## src/rtl/rscb_params.svh

```systemverilog
// Constants of the reset strap, clock and serial boot block.
// Assumes both ends run on one 125 MHz sys_clk standing for the oscillator.
// Notes on behaviour
// [RULE1] Sample six interrupt lines as straps during reset
// [RULE2] Top strap bit picks 128 or 64-bit bus
// [RULE3] Low three bits pick divisor 2..8, 111 also 8
// [RULE4] Link transfers follow rising edges of clock A
// [RULE5] Bits 4:3 delay clock B by 0..3 core cycles
// [RULE6] Both system clocks same period, complementary pairs
// [RULE7] Core clock is oscillator divided by two
// [RULE8] System logic may use clock A pair two-phase
// [RULE9] Power-good low keeps device in reset
// [RULE10] Hold power-good low until reference settles
// [RULE11] After reset, load boot ROM into instruction cache
// [RULE12] Drive ROM enable and clock, one bit each
// [RULE13] After load, execute from address zero
// [RULE14] Line fill comes as two 16-byte transfers, four 8-byte ones on the 64-bit bus
// [RULE15] Latch straps at reset release, hold until reset
`ifndef RSCB_PARAMS_SVH
`define RSCB_PARAMS_SVH
`define RSCB_STRAP_W 6
`define RSCB_WIDE_BIT 5
`define RSCB_DIV_LSB 0
`define RSCB_DLY_LSB 3
`define RSCB_RATIO_MIN 4'h2
`define RSCB_RATIO_MAX 4'h8
`define RSCB_DIV_SAT 3'h7
`define RSCB_ROM_HALF 3'h4
`define RSCB_BOOT_PC 32'h0
`define RSCB_CLK_PERIOD_NS 8
`define RSCB_REF_SETTLE_NS 1000
`define RSCB_REF_SETTLE_CYC \
    ((`RSCB_REF_SETTLE_NS + `RSCB_CLK_PERIOD_NS - 1) / `RSCB_CLK_PERIOD_NS)
`define RSCB_BUS_W 128
`define RSCB_NARROW_W 64
`define RSCB_LINE_W 256
`define RSCB_ADDR_W 29
`define RSCB_WIDE_BEATS 3'h2
`define RSCB_NARROW_BEATS 3'h4
`endif

```

## src/rtl/rscb_pkg.sv

```systemverilog
// Types shared by both ends of the strap, clock and boot link.
// Assumes rscb_params.svh supplies the numeric constants.
package rscb_pkg;
    typedef enum logic [3:0] {
        DEV_HELD = 4'h1,
        DEV_BOOT = 4'h2,
        DEV_RUN = 4'h4,
        DEV_FILL = 4'h8
    } rscb_dev_state_t;
    typedef enum logic [3:0] {
        SYS_IDLE = 4'h1,
        SYS_LOAD = 4'h2,
        SYS_SERVE = 4'h4,
        SYS_DONE = 4'h8
    } rscb_sys_state_t;
endpackage

```

## src/rtl/rscb_if.sv

```systemverilog
// Link between the processor end and the system logic end.
// Assumes both ends clock on the same sys_clk; the bench joins them.
`timescale 1ns/100ps
`default_nettype none
`include "rscb_params.svh"
interface rscb_if;
    logic [`RSCB_STRAP_W-1:0] straps;
    logic powerGood;
    logic resetIn_n;
    logic clkAPos;
    logic clkANeg;
    logic clkBPos;
    logic clkBNeg;
    logic romOe;
    logic romClk;
    logic romData;
    logic fillReq;
    logic [`RSCB_ADDR_W-1:0] fillAddr;
    logic fillValid;
    logic [`RSCB_BUS_W-1:0] fillData;
    modport dev (
        input straps, powerGood, resetIn_n, romData, fillValid, fillData,
        output clkAPos, clkANeg, clkBPos, clkBNeg, romOe, romClk, fillReq, fillAddr
    );
    modport sys (
        output straps, powerGood, resetIn_n, romData, fillValid, fillData,
        input clkAPos, clkANeg, clkBPos, clkBNeg, romOe, romClk, fillReq, fillAddr
    );
endinterface
`default_nettype wire

```

## src/rtl/rscb_device.sv

```systemverilog
// Processor end: strap capture, core and system clocks, serial boot, fills.
// Assumes sys_clk is the oscillator and link pins come from another chip.
`timescale 1ns/100ps
`default_nettype none
`include "rscb_params.svh"
module rscb_device #(
    parameter int ICACHE_WORDS = 64
) (
    // Clock and reset
    input wire logic sys_clk,
    input wire logic rst_n,
    // Link
    rscb_if.dev link,
    // Core side
    input wire logic fetchReq,
    input wire logic [`RSCB_ADDR_W-1:0] fetchAddr,
    output logic fetchDone,
    output logic [`RSCB_LINE_W-1:0] fetchData,
    output logic running,
    output logic [31:0] pc,
    output logic [31:0] instrWord,
    output logic wideBus,
    output logic [3:0] ratio,
    output logic [1:0] clkDelay
);
    localparam int BOOT_BITS = ICACHE_WORDS * 32;
    localparam int BW = $clog2(BOOT_BITS + 1);
    localparam int IW = $clog2(ICACHE_WORDS);
    localparam int PW = `RSCB_STRAP_W + 3;

    // ************************************************
    // Pin synchronisers
    // ************************************************
    logic [PW-1:0] s1, s2, s3, filt, next_filt;
    logic held;
    always_comb begin
        // A bit moves only once the second and third stages agree
        next_filt = (s2 & ~(s2 ^ s3)) | (filt & (s2 ^ s3));
    end
    always_ff @(posedge sys_clk or negedge rst_n) begin
        if (!rst_n) begin
            s1 <= '0;
            s2 <= '0;
            s3 <= '0;
            filt <= '0;
        end else begin
            s1 <= {link.straps, link.powerGood, link.resetIn_n, link.romData};
            s2 <= s1;
            s3 <= s2;
            filt <= next_filt;
        end
    end
    assign held = ~filt[2] | ~filt[1]; // [RULE9]

    // ************************************************
    // Straps and clock generation
    // ************************************************
    logic [2:0] divSel, next_divSel;
    logic [1:0] next_clkDelay;
    logic next_wideBus;
    logic [3:0] next_ratio, divCnt, next_divCnt, highLen;
    logic corePhase, next_corePhase;
    logic [4:0] hist, next_hist;
    logic next_clkA, next_clkB;
    always_comb begin
        next_wideBus = wideBus;
        next_divSel = divSel;
        next_clkDelay = clkDelay;
        if (held) begin
            // Straps track the pins while held, frozen at release
            next_wideBus = filt[3 + `RSCB_WIDE_BIT]; // [RULE1] [RULE2] [RULE15]
            next_divSel = filt[3 + `RSCB_DIV_LSB +: 3];
            next_clkDelay = filt[3 + `RSCB_DLY_LSB +: 2];
        end
        if (next_divSel == `RSCB_DIV_SAT) begin
            next_ratio = `RSCB_RATIO_MAX; // [RULE3]
        end else begin
            next_ratio = {1'b0, next_divSel} + `RSCB_RATIO_MIN; // [RULE3]
        end
        next_corePhase = ~corePhase; // [RULE7]
        next_divCnt = divCnt;
        if (corePhase) begin
            // Wrap with >= so a ratio shrinking while held cannot stall
            if (divCnt >= ratio - 4'h1) begin
                next_divCnt = 4'h0;
            end else begin
                next_divCnt = divCnt + 4'h1;
            end
        end
        highLen = (ratio + 4'h1) >> 1;
        next_clkA = next_divCnt < highLen; // [RULE6]
        next_hist = {hist[3:0], link.clkAPos};
        // Clock B is clock A seen 2*delay oscillator edges later
        case (clkDelay)
            2'h0: next_clkB = next_clkA; // [RULE5]
            2'h1: next_clkB = hist[0];
            2'h2: next_clkB = hist[2];
            2'h3: next_clkB = hist[4];
            default: next_clkB = next_clkA;
        endcase
    end
    always_ff @(posedge sys_clk or negedge rst_n) begin
        if (!rst_n) begin
            wideBus <= 1'b0;
            divSel <= 3'h0;
            clkDelay <= 2'h0;
            ratio <= `RSCB_RATIO_MIN;
            corePhase <= 1'b0;
            divCnt <= 4'h0;
            hist <= 5'h0;
            link.clkAPos <= 1'b0;
            link.clkANeg <= 1'b1;
            link.clkBPos <= 1'b0;
            link.clkBNeg <= 1'b1;
        end else begin
            wideBus <= next_wideBus;
            divSel <= next_divSel;
            clkDelay <= next_clkDelay;
            ratio <= next_ratio;
            corePhase <= next_corePhase;
            divCnt <= next_divCnt;
            hist <= next_hist;
            link.clkAPos <= next_clkA; // [RULE4] [RULE6]
            link.clkANeg <= ~next_clkA; // [RULE6]
            link.clkBPos <= next_clkB;
            link.clkBNeg <= ~next_clkB;
        end
    end

    // ************************************************
    // Boot load, execution start and line fills
    // ************************************************
    rscb_pkg::rscb_dev_state_t state, next_state;
    logic [31:0] cache [ICACHE_WORDS];
    logic [2:0] romDiv, next_romDiv;
    logic [BW-1:0] bitCnt, next_bitCnt;
    logic [31:0] shiftWord, next_shiftWord;
    logic cacheWe;
    logic [IW-1:0] cacheIdx;
    logic next_romOe, next_romClk, next_fillReq, aRise;
    logic [`RSCB_ADDR_W-1:0] next_fillAddr;
    logic [2:0] beatCnt, next_beatCnt, lastBeat;
    logic [`RSCB_LINE_W-1:0] next_fetchData;
    logic next_fetchDone, next_running;
    logic [31:0] next_pc, next_instrWord;
    always_comb begin
        next_state = state;
        next_romDiv = romDiv;
        next_bitCnt = bitCnt;
        next_shiftWord = shiftWord;
        next_romOe = link.romOe;
        next_romClk = link.romClk;
        next_fillReq = link.fillReq;
        next_fillAddr = link.fillAddr;
        next_beatCnt = beatCnt;
        next_fetchData = fetchData;
        next_fetchDone = 1'b0;
        next_running = running;
        next_pc = pc;
        next_instrWord = cache[pc[IW+1:2]];
        cacheWe = 1'b0;
        cacheIdx = bitCnt[5 +: IW];
        aRise = link.clkAPos & ~hist[0];
        lastBeat = wideBus ? `RSCB_WIDE_BEATS : `RSCB_NARROW_BEATS; // [RULE2]
        case (state)
            rscb_pkg::DEV_HELD: begin
                if (!held) begin
                    next_state = rscb_pkg::DEV_BOOT; // [RULE11]
                    next_romOe = 1'b1; // [RULE12]
                    next_romDiv = 3'h0;
                    next_bitCnt = '0;
                end
            end
            rscb_pkg::DEV_BOOT: begin
                next_romDiv = romDiv + 3'h1;
                if (romDiv == `RSCB_ROM_HALF - 3'h1) begin
                    next_romDiv = 3'h0;
                    next_romClk = ~link.romClk; // [RULE12]
                    if (!link.romClk && bitCnt != BW'(BOOT_BITS)) begin
                        // Sample on the rising ROM clock, a full period after the rise that moved the bit
                        next_shiftWord = {shiftWord[30:0], filt[0]}; // [RULE12]
                        next_bitCnt = bitCnt + BW'(1);
                        cacheWe = bitCnt[4:0] == 5'h1F; // [RULE11]
                    end
                    if (link.romClk && bitCnt == BW'(BOOT_BITS)) begin
                        next_state = rscb_pkg::DEV_RUN;
                        next_romOe = 1'b0;
                        next_running = 1'b1;
                        next_pc = `RSCB_BOOT_PC; // [RULE13]
                    end
                end
            end
            rscb_pkg::DEV_RUN: begin
                if (fetchReq) begin
                    next_state = rscb_pkg::DEV_FILL;
                    next_fillAddr = fetchAddr;
                end
            end
            rscb_pkg::DEV_FILL: begin
                if (aRise && !link.fillReq) begin
                    next_fillReq = 1'b1; // [RULE4]
                    next_beatCnt = 3'h0;
                end else if (aRise && link.fillValid) begin
                    if (wideBus) begin
                        next_fetchData[beatCnt[0]*`RSCB_BUS_W +: `RSCB_BUS_W] =
                            link.fillData;
                    end else begin
                        next_fetchData[beatCnt[1:0]*`RSCB_NARROW_W +: `RSCB_NARROW_W] =
                            link.fillData[`RSCB_NARROW_W-1:0];
                    end
                    next_beatCnt = beatCnt + 3'h1;
                    if (beatCnt + 3'h1 == lastBeat) begin
                        next_fillReq = 1'b0;
                        next_fetchDone = 1'b1;
                        next_state = rscb_pkg::DEV_RUN;
                    end
                end
            end
            default: next_state = rscb_pkg::DEV_HELD;
        endcase
        if (held) begin
            next_state = rscb_pkg::DEV_HELD; // [RULE9]
            next_romOe = 1'b0;
            next_romClk = 1'b0;
            next_fillReq = 1'b0;
            next_running = 1'b0;
            next_fetchDone = 1'b0;
        end
    end
    always_ff @(posedge sys_clk or negedge rst_n) begin
        if (!rst_n) begin
            state <= rscb_pkg::DEV_HELD;
            romDiv <= 3'h0;
            bitCnt <= '0;
            shiftWord <= 32'h0;
            link.romOe <= 1'b0;
            link.romClk <= 1'b0;
            link.fillReq <= 1'b0;
            link.fillAddr <= '0;
            beatCnt <= 3'h0;
            fetchData <= '0;
            fetchDone <= 1'b0;
            running <= 1'b0;
            pc <= `RSCB_BOOT_PC;
            instrWord <= 32'h0;
        end else begin
            state <= next_state;
            romDiv <= next_romDiv;
            bitCnt <= next_bitCnt;
            shiftWord <= next_shiftWord;
            link.romOe <= next_romOe;
            link.romClk <= next_romClk;
            link.fillReq <= next_fillReq;
            link.fillAddr <= next_fillAddr;
            beatCnt <= next_beatCnt;
            fetchData <= next_fetchData;
            fetchDone <= next_fetchDone;
            running <= next_running;
            pc <= next_pc;
            instrWord <= next_instrWord; // [RULE13]
        end
    end
    // Cache has no reset; only boot writes fill it
    always_ff @(posedge sys_clk) begin
        if (cacheWe) begin
            cache[cacheIdx] <= next_shiftWord;
        end
    end
endmodule // rscb_device
`default_nettype wire

```

## src/flat_wrapper.sv

```systemverilog
// flat-port wrapper written by rule: the top's interface ports become plain ports
module rscb_device_flat 
#(
    parameter int ICACHE_WORDS = 64
)
  (sys_clk, rst_n, fetchReq, fetchAddr, fetchDone, fetchData, running, pc, instrWord, wideBus, ratio, clkDelay, link_straps, link_powerGood, link_resetIn_n, link_romData, link_fillValid, link_fillData, link_clkAPos, link_clkANeg, link_clkBPos, link_clkBNeg, link_romOe, link_romClk, link_fillReq, link_fillAddr);
  rscb_if link_i ();
  input wire logic sys_clk;
  input wire logic rst_n;
  input wire logic fetchReq;
  input wire logic [`RSCB_ADDR_W-1:0] fetchAddr;
  output logic fetchDone;
  output logic [`RSCB_LINE_W-1:0] fetchData;
  output logic running;
  output logic [31:0] pc;
  output logic [31:0] instrWord;
  output logic wideBus;
  output logic [3:0] ratio;
  output logic [1:0] clkDelay;
  input wire logic [$bits(link_i.straps)-1:0] link_straps;
  input wire logic [$bits(link_i.powerGood)-1:0] link_powerGood;
  input wire logic [$bits(link_i.resetIn_n)-1:0] link_resetIn_n;
  input wire logic [$bits(link_i.romData)-1:0] link_romData;
  input wire logic [$bits(link_i.fillValid)-1:0] link_fillValid;
  input wire logic [$bits(link_i.fillData)-1:0] link_fillData;
  output wire logic [$bits(link_i.clkAPos)-1:0] link_clkAPos;
  output wire logic [$bits(link_i.clkANeg)-1:0] link_clkANeg;
  output wire logic [$bits(link_i.clkBPos)-1:0] link_clkBPos;
  output wire logic [$bits(link_i.clkBNeg)-1:0] link_clkBNeg;
  output wire logic [$bits(link_i.romOe)-1:0] link_romOe;
  output wire logic [$bits(link_i.romClk)-1:0] link_romClk;
  output wire logic [$bits(link_i.fillReq)-1:0] link_fillReq;
  output wire logic [$bits(link_i.fillAddr)-1:0] link_fillAddr;
  assign link_i.straps = link_straps;
  assign link_i.powerGood = link_powerGood;
  assign link_i.resetIn_n = link_resetIn_n;
  assign link_i.romData = link_romData;
  assign link_i.fillValid = link_fillValid;
  assign link_i.fillData = link_fillData;
  assign link_clkAPos = link_i.clkAPos;
  assign link_clkANeg = link_i.clkANeg;
  assign link_clkBPos = link_i.clkBPos;
  assign link_clkBNeg = link_i.clkBNeg;
  assign link_romOe = link_i.romOe;
  assign link_romClk = link_i.romClk;
  assign link_fillReq = link_i.fillReq;
  assign link_fillAddr = link_i.fillAddr;
  rscb_device #(.ICACHE_WORDS(ICACHE_WORDS)) u_core (.sys_clk(sys_clk), .rst_n(rst_n), .link(link_i), .fetchReq(fetchReq), .fetchAddr(fetchAddr), .fetchDone(fetchDone), .fetchData(fetchData), .running(running), .pc(pc), .instrWord(instrWord), .wideBus(wideBus), .ratio(ratio), .clkDelay(clkDelay));
endmodule
```

## config.mk

```make
export PLATFORM = sky130hd
export DESIGN_NAME = rscb_device_flat
export DESIGN_NICKNAME = d
export VERILOG_FILES = /design/src/rtl/rscb_pkg.sv /design/src/rtl/rscb_if.sv /design/src/rtl/rscb_device.sv /design/src/flat_wrapper.sv
export VERILOG_INCLUDE_DIRS = /design/src /design/src/rtl
export SDC_FILE = /design/constraint.sdc
export NUM_CORES = 1
export LEC_CHECK = 0
export BUFFER_PORTS_ARGS = -buffer_cell sky130_fd_sc_hd__clkbuf_2
export CAP_MARGIN = 20
export CORE_MARGIN = 2
export CORE_UTILIZATION = 40
export DETAILED_ROUTE_END_ITERATION = 8
export GPL_TIMING_DRIVEN = 0
export MAX_ROUTING_LAYER = met4
export PLACE_DENSITY = 0.64
export SKIP_LAST_GASP = 1
export SLEW_MARGIN = 20
export SYNTH_ARGS = -nofsm -noshare
export SYNTH_HDL_FRONTEND = slang
export SYNTH_SLANG_ARGS = --single-unit
```

## constraint.sdc

```tcl
create_clock -name sys_clk -period 9 [get_ports sys_clk]
set_clock_uncertainty 0.05 [all_clocks]
set_input_delay 0.45 -clock sys_clk [delete_from_list [all_inputs] [get_ports sys_clk]]
set_output_delay 0.45 -clock sys_clk [all_outputs]
set_load 0.01 [all_outputs]
```

# [Word-level counts from Yosys, hierarchy flattened]
# Memories as Yosys holds them, arrays and structs flattened. A register that Yosys moved wholly into a read port is not among the register bits.
# Index checks and enable logic that the tools add are counted.
[op_classes] n_addsub=9 mul=0 div_mod_pow=0 n_lt_le_gt_ge=2 eq_ne=22 shift=4 mux=55 n_bitwise=15 n_reduce_logical=27
[op_table] cell="$bwmux 256" count=2
[op_table] cell="$mux 256" count=1
[op_table] cell="$shift 128x34->256 const A" count=1
[op_table] cell="$shift 64x34->256 const A" count=1
[op_table] cell="$shiftx 128x34->256" count=1
[op_table] cell="$shiftx 64x34->256" count=1
[op_table] cell="$mux 32" count=3
[op_table] cell="$neg 8->34" count=2
[op_table] cell="$mux 4" count=10
[op_table] cell="$mux 12" count=3
[op_table] cell="$mux 1" count=25
[op_table] cell="$pmux 12 s2" count=1
[op_table] cell="$and 9x9->9" count=2
[op_table] cell="$mux 3" count=6
[op_table] cell="$pmux 4 s4" count=1
[op_table] cell="$add 12x1->12 const B" count=1
[op_table] cell="$eq 12x12->1 const B" count=1
[op_table] cell="$ne 12x12->1 const B" count=1
[op_table] cell="$ne 3x1->1 const B" count=4
[op_table] cell="$reduce_and 3->1" count=4
[op_table] cell="$reduce_bool 2->1" count=6
[op_table] cell="$not 9->9" count=1
[op_table] cell="$or 9x9->9" count=1
[op_table] cell="$reduce_bool 3->1" count=3
[op_table] cell="32 further kinds" count=52
[word_totals] reg_bits=404 latchBits=0 ram_bits=2048 romBits=0 inputBits=170 output_inout_bits=365 elab_cells=162 n_memories=1
[memory_table] memory="u_core.cache" words=64 width=32 read_ports=1 rd_clocked_by_memory_dff=1 wr=1 line="rscb_device.sv:134" source="logic [31:0] cache [ICACHE_WORDS];"

# [Longest topological paths before layout]
[logic_depth] depth_word=7 ltp_mapped=14 ltp_nobuf=14

# [Worst setup path before layout]
# No wires, ideal clock.
[synth_timing] path_kind="register to register" start="register u_core.ratio[1]" end="register u_core.link.clkBPos" setup_ns=0.124 arrival_ns=2.994 required_ns=8.826 setup_slack_ns=5.832 stages_incl_launch_ff=14 n_path_buf=0 period_less_slack_ns=3.168 path_cell_list="dfstp_2 inv_1 ha_1 ha_1 a2111oi_0 nor3_1 o21ai_0 a21o_1 ha_1 o21ai_0 a31oi_1 nor2_1 a31o_2 o31a_1"
[synth_between] elab_chain_cells=6 word_cells_on_any_way=7 cone_classes="add/sub: 2; order compare: 2; mux: 3"
[synth_lines] element="start, declared" line="rscb_device.sv:23" source="output logic [3:0] ratio,"
[synth_lines] element="start signal, assigned" line="rscb_device.sv:107" source="ratio <= `RSCB_RATIO_MIN;"
[synth_lines] element="start signal, assigned" line="rscb_device.sv:119" source="ratio <= next_ratio;"
[synth_lines] element="$sub 4x1->4" line="rscb_device.sv:84" source="if (divCnt >= ratio - 4'h1) begin"
[synth_lines] element="$ge 4x4->1" line="rscb_device.sv:84"
[synth_lines] element="$mux 4" line="rscb_device.sv:84"
[synth_lines] element="$mux 4" line="rscb_device.sv:82" source="if (corePhase) begin"
[synth_lines] element="via u_core.next_divCnt[2]" line="rscb_device.sv:61" source="logic [3:0] next_ratio, divCnt, next_divCnt, highLen;"
[synth_lines] element="$lt 4x3->1" line="rscb_device.sv:91" source="next_clkA = next_divCnt < highLen;"
[synth_lines] element="via u_core.next_clkA" line="rscb_device.sv:64" source="logic next_clkA, next_clkB;"
[synth_lines] element="$pmux 1 s4" line="rscb_device.sv:94" source="case (clkDelay)"
[synth_lines] element="via u_core.next_clkB" line="rscb_device.sv:64"
[synth_lines] element="end signal, assigned" line="rscb_device.sv:125" source="link.clkBPos <= next_clkB;"
[synth_lines] element="end, declared" line="rscb_if.sv:23" source="output clkAPos, clkANeg, clkBPos, clkBNeg, romOe, romClk, fillReq, fillAddr"
# The timed path passes the listed nets, and every way through them passes these cells.
# A chain may end at the register's enable or synchronous reset.

# [Final worst setup path]
# Ends and elaborated chain as after synthesis.

==> results.md <==
* Yosys cell types at between 60 and 70
* Starting density of the core at about 40%
* CP Buf/Inv Count at 1
* Number of synthesized flops with an enable pin at 32
* Worst Path Required at 9.41 ns
* Simple-gate area share of the yosys netlist at 11.6%
* Synth Area in XOR/XNOR at less than 1%
* FF-to-FF End: u_core.link.clkBPos
* Cells after synthesis at 1671
* Ys async rst share at between 90 and 100%
* I/O pins at ~540
* Via-to-Cell Ratio at 5.21
* Seq/Total Area, Yosys at about 64%
* Outcome: completed
* Worst Path Max Fanout at 6
* Synth Warn # at 0
* Clk sinks at 468
* Die Height at about 220 microns
* Leading cell type in the layout, fill and taps excluded: clkbuf_2
* Routed wire per std cell at about 21 microns
* Worst hold path type: input port to flip-flop
* CTS tree: done
* Max Clk Rate at 0.275 GHz
* Placed cell count at 2810
* Crit path DAT at 4.05 ns
* Num CTS Buffers at 48
* FF+latch count, synth at 468
* CP Cell Sequence: inv_1, ha_1, ha_1, a2111oi_0, nor3_1, o21ai_0, a21o_1, ha_1, o21ai_0, a31oi_1, nor2_1, a31o_2, o31a_1
* # port buffers at 502
* Worst Hold End: u_core.link.fillAddr[12]
* CP top delay family: compound AO/OA/AOI/OAI gates
* Post-Syn Area at approximately 19000 sq um
* Total track usage at 25.4%
* Largest net degree at the start of global routing at just over 90
* DP Area at between 20000 and 25000 sq um
* Leakage Power at 11.5 nW
* Die area at ~48000 sq um
* DR DRC count at 0
* Post-synthesis mux area share at about 3.8%
* CP endpoint kind: flip-flop
* Reg2reg setup slack at 5.37 ns
* RSZ-0062 raised after global routing: no
* Worst-skew pair later-pin latency at around 0.58 ns
* Largest family of logic cells by synthesized area: compound AO/OA/AOI/OAI gates
* Crit path kind: flip-flop to flip-flop
* Final std cells w/o fill at slightly below 3k
* Vias in the first global route at 14.8k
* Ys flop type: dfrtp_1
* First-pass GRT wire length at ~90000 microns
* Setup TNS at 0 ns
* CP max stage delay at 0.59 ns
* Slew @ Worst Pin at between 0.9 and 1 ns
* Peak supply drop at between 0.1 and 0.15 mV
* Power Density at 196 nW/um^2
* Final period util at 40.4%
* DRT Pass-1 Iters at 8
* Final Hold Fails at 0
* Final Setup Violations at 0
* Min-Delay Path Depth at 2
* Core area at approximately 46000 sq um
* Hold path startpoint: fetchAddr[12]
* Overall power at approximately 4.7 mW
* Max Transition Viols Final at 0
* Share of post-route cells with drive strength above 1 at 31.4%
* Fraction of the mapped netlist area in adder cells at 1.77%
* H-tree level count at 2
* CTS resizes at 0
* Clock root buffer: clkbuf_16
* Worst path slowest cell: nor3_1
* Startpoint Class: flip-flop
* P&R area growth vs syn at 28.4%
* Most frequent CP cell: ha_1
* Min cycle time layout at ~3.6 ns
* Most frequent cells in the layout: 501 x clkbuf_2, 432 x dfrtp_1, 428 x nand2_1
* Slew HR at 39.1%
* Row count at 78
* Hold buffer count at CTS at 10
* Synth Area in Compound Gates at 13.6%
* Die extent in x at ~220 microns
* Max Cap Viol at 0
* ANT nets after route at 0
* Post-CTS setup buffer count at 0
* Drt total wl at between 60000 and 70000 microns
* Initial DRC Count at between 1k and 1.5k
* HPWL after DPL at between 40000 and 50000 microns
* Gpl congestion at ~0.95
* Clk slew on worst S/H paths at around 0.060 ns
* Finished Cell Area at roughly 24000 sq um
* Gr ovfl total at 0
* Nets@finish at between 2k and 2.5k
* Reg2Reg Depth at 13
* Syn_area_per_cell at about 11 sq um
* Deepest clock path buffer count at 3
* Vias at between 15k and 20k
* Initial antenna violation count at 2
* Critical R2R Launch: u_core.ratio[1]
==> metal layers <==
metal | global-route usage (%) | wire, microns | vias up
met5 | - | 0 | -
met4 | 6.85 | 1500 | 0
met3 | 5.95 | 5140 | 102
met2 | 39.8 | 28900 | 648
met1 | 33.4 | 25100 | 7548
li1 | - | - | 6875
==> sequential cells by signal (all words and copies together) (netlist names), 5 cells and up, named ones only <==
| register | flops |
|---|---|
| u_core.shiftWord | 32 |
| u_core.bitCnt | 12 |
| u_core.s3 | 9 |
| u_core.hist | 5 |
| u_core.fetchData | 256 |
| u_core.link.fillAddr | 29 |
| u_core.s2 | 9 |
| u_core.s1 | 9 |
| u_core.instrWord | 32 |
| u_core.cache | 32 |
==> power by group <==
| part | leakage (nW) | internal, mW | switching, mW |
|---|---|---|---|
| logic | 4.69 | 0.169 | 0.252 |
| clock network | 0.770 | 1.16 | 0.859 |
| registers | 6.07 | 2.18 | 0.0380 |
| total | 11.5 | 3.51 | 1.15 |
==> how the worst max path moves through the flow <==
stage,slack [ns],endpoint,cells after the start,start
3_5_place_dp,5.40,u_core.link.clkBPos,13,u_core.ratio[1]
6_report,5.37,u_core.link.clkBPos,13,u_core.ratio[1]
3_3_place_gp,-2.47,u_core.link.fillAddr[5],1,rst_n
2_1_floorplan,5.83,u_core.link.clkBPos,13,u_core.ratio[1]
5_1_grt,5.05,u_core.link.clkBPos,13,u_core.ratio[1]
4_1_cts,5.38,u_core.link.clkBPos,13,u_core.ratio[1]
==> layout make-up <==
type,instances,area (sq um)
Antenna cell,1,2.50
Buffer,145,782
Clock buffer,66,1370
Clock inverter,23,228
Fill cell,4205,21800
Inverter,14,52.6
Multi-Input combinational cell,1075,5950
Sequential cell,468,11900
Tap cell,600,751
Timing Repair Buffer,518,2790
==> logic make-up after synthesis <==
kind of cell,Yosys count
buffers and inverters,159
adder cells (fa/ha/maj),28
multiplexers,63
flip-flops,468
AO/OA/AOI/OAI,427
AND/OR/NAND/NOR,510
other,1
XOR/XNOR,15
==> per-stage QoR <==
step / util, % / hold slack, ns / setup WS [ns]
3_3_place_gp: 48.1 / 0.283 / -2.47
5_1_grt: 52.2 / 0.0232 / 5.05
2_1_floorplan: - / 0.104 / 5.83
6_report: 52.2 / 0.0506 / 5.37
3_5_place_dp: 48.5 / 0.284 / 5.40
4_1_cts: 52.2 / 0.00797 / 5.38
==> cells in the mapped netlist (all sizes together), types with 4 or more instances <==
cell    count  area (sq um)
nor4        4          31.3
o21ai     273          1370
xnor2      12           105
dfstp       4           105
nand2b      6          37.5
nor3        9          56.3
nand3       4          20.0
a22oi     128           961
nor3b       4          35.0
inv        14          52.6
o31ai       4          30.0
and4        4          35.0
clkbuf     79           297
edfxtp     32           961
nor2b       5          31.3
nand4       5          31.3
mux2       62           698
ha         19           238
dfrtp     432         10800
nor2       24           100
a21oi       7          35.0
nor4b       4          56.3
nand2     429          1620
maj3        9          90.1
buf        66           485
No activity file was read; power rests on OpenSTA's default activity.
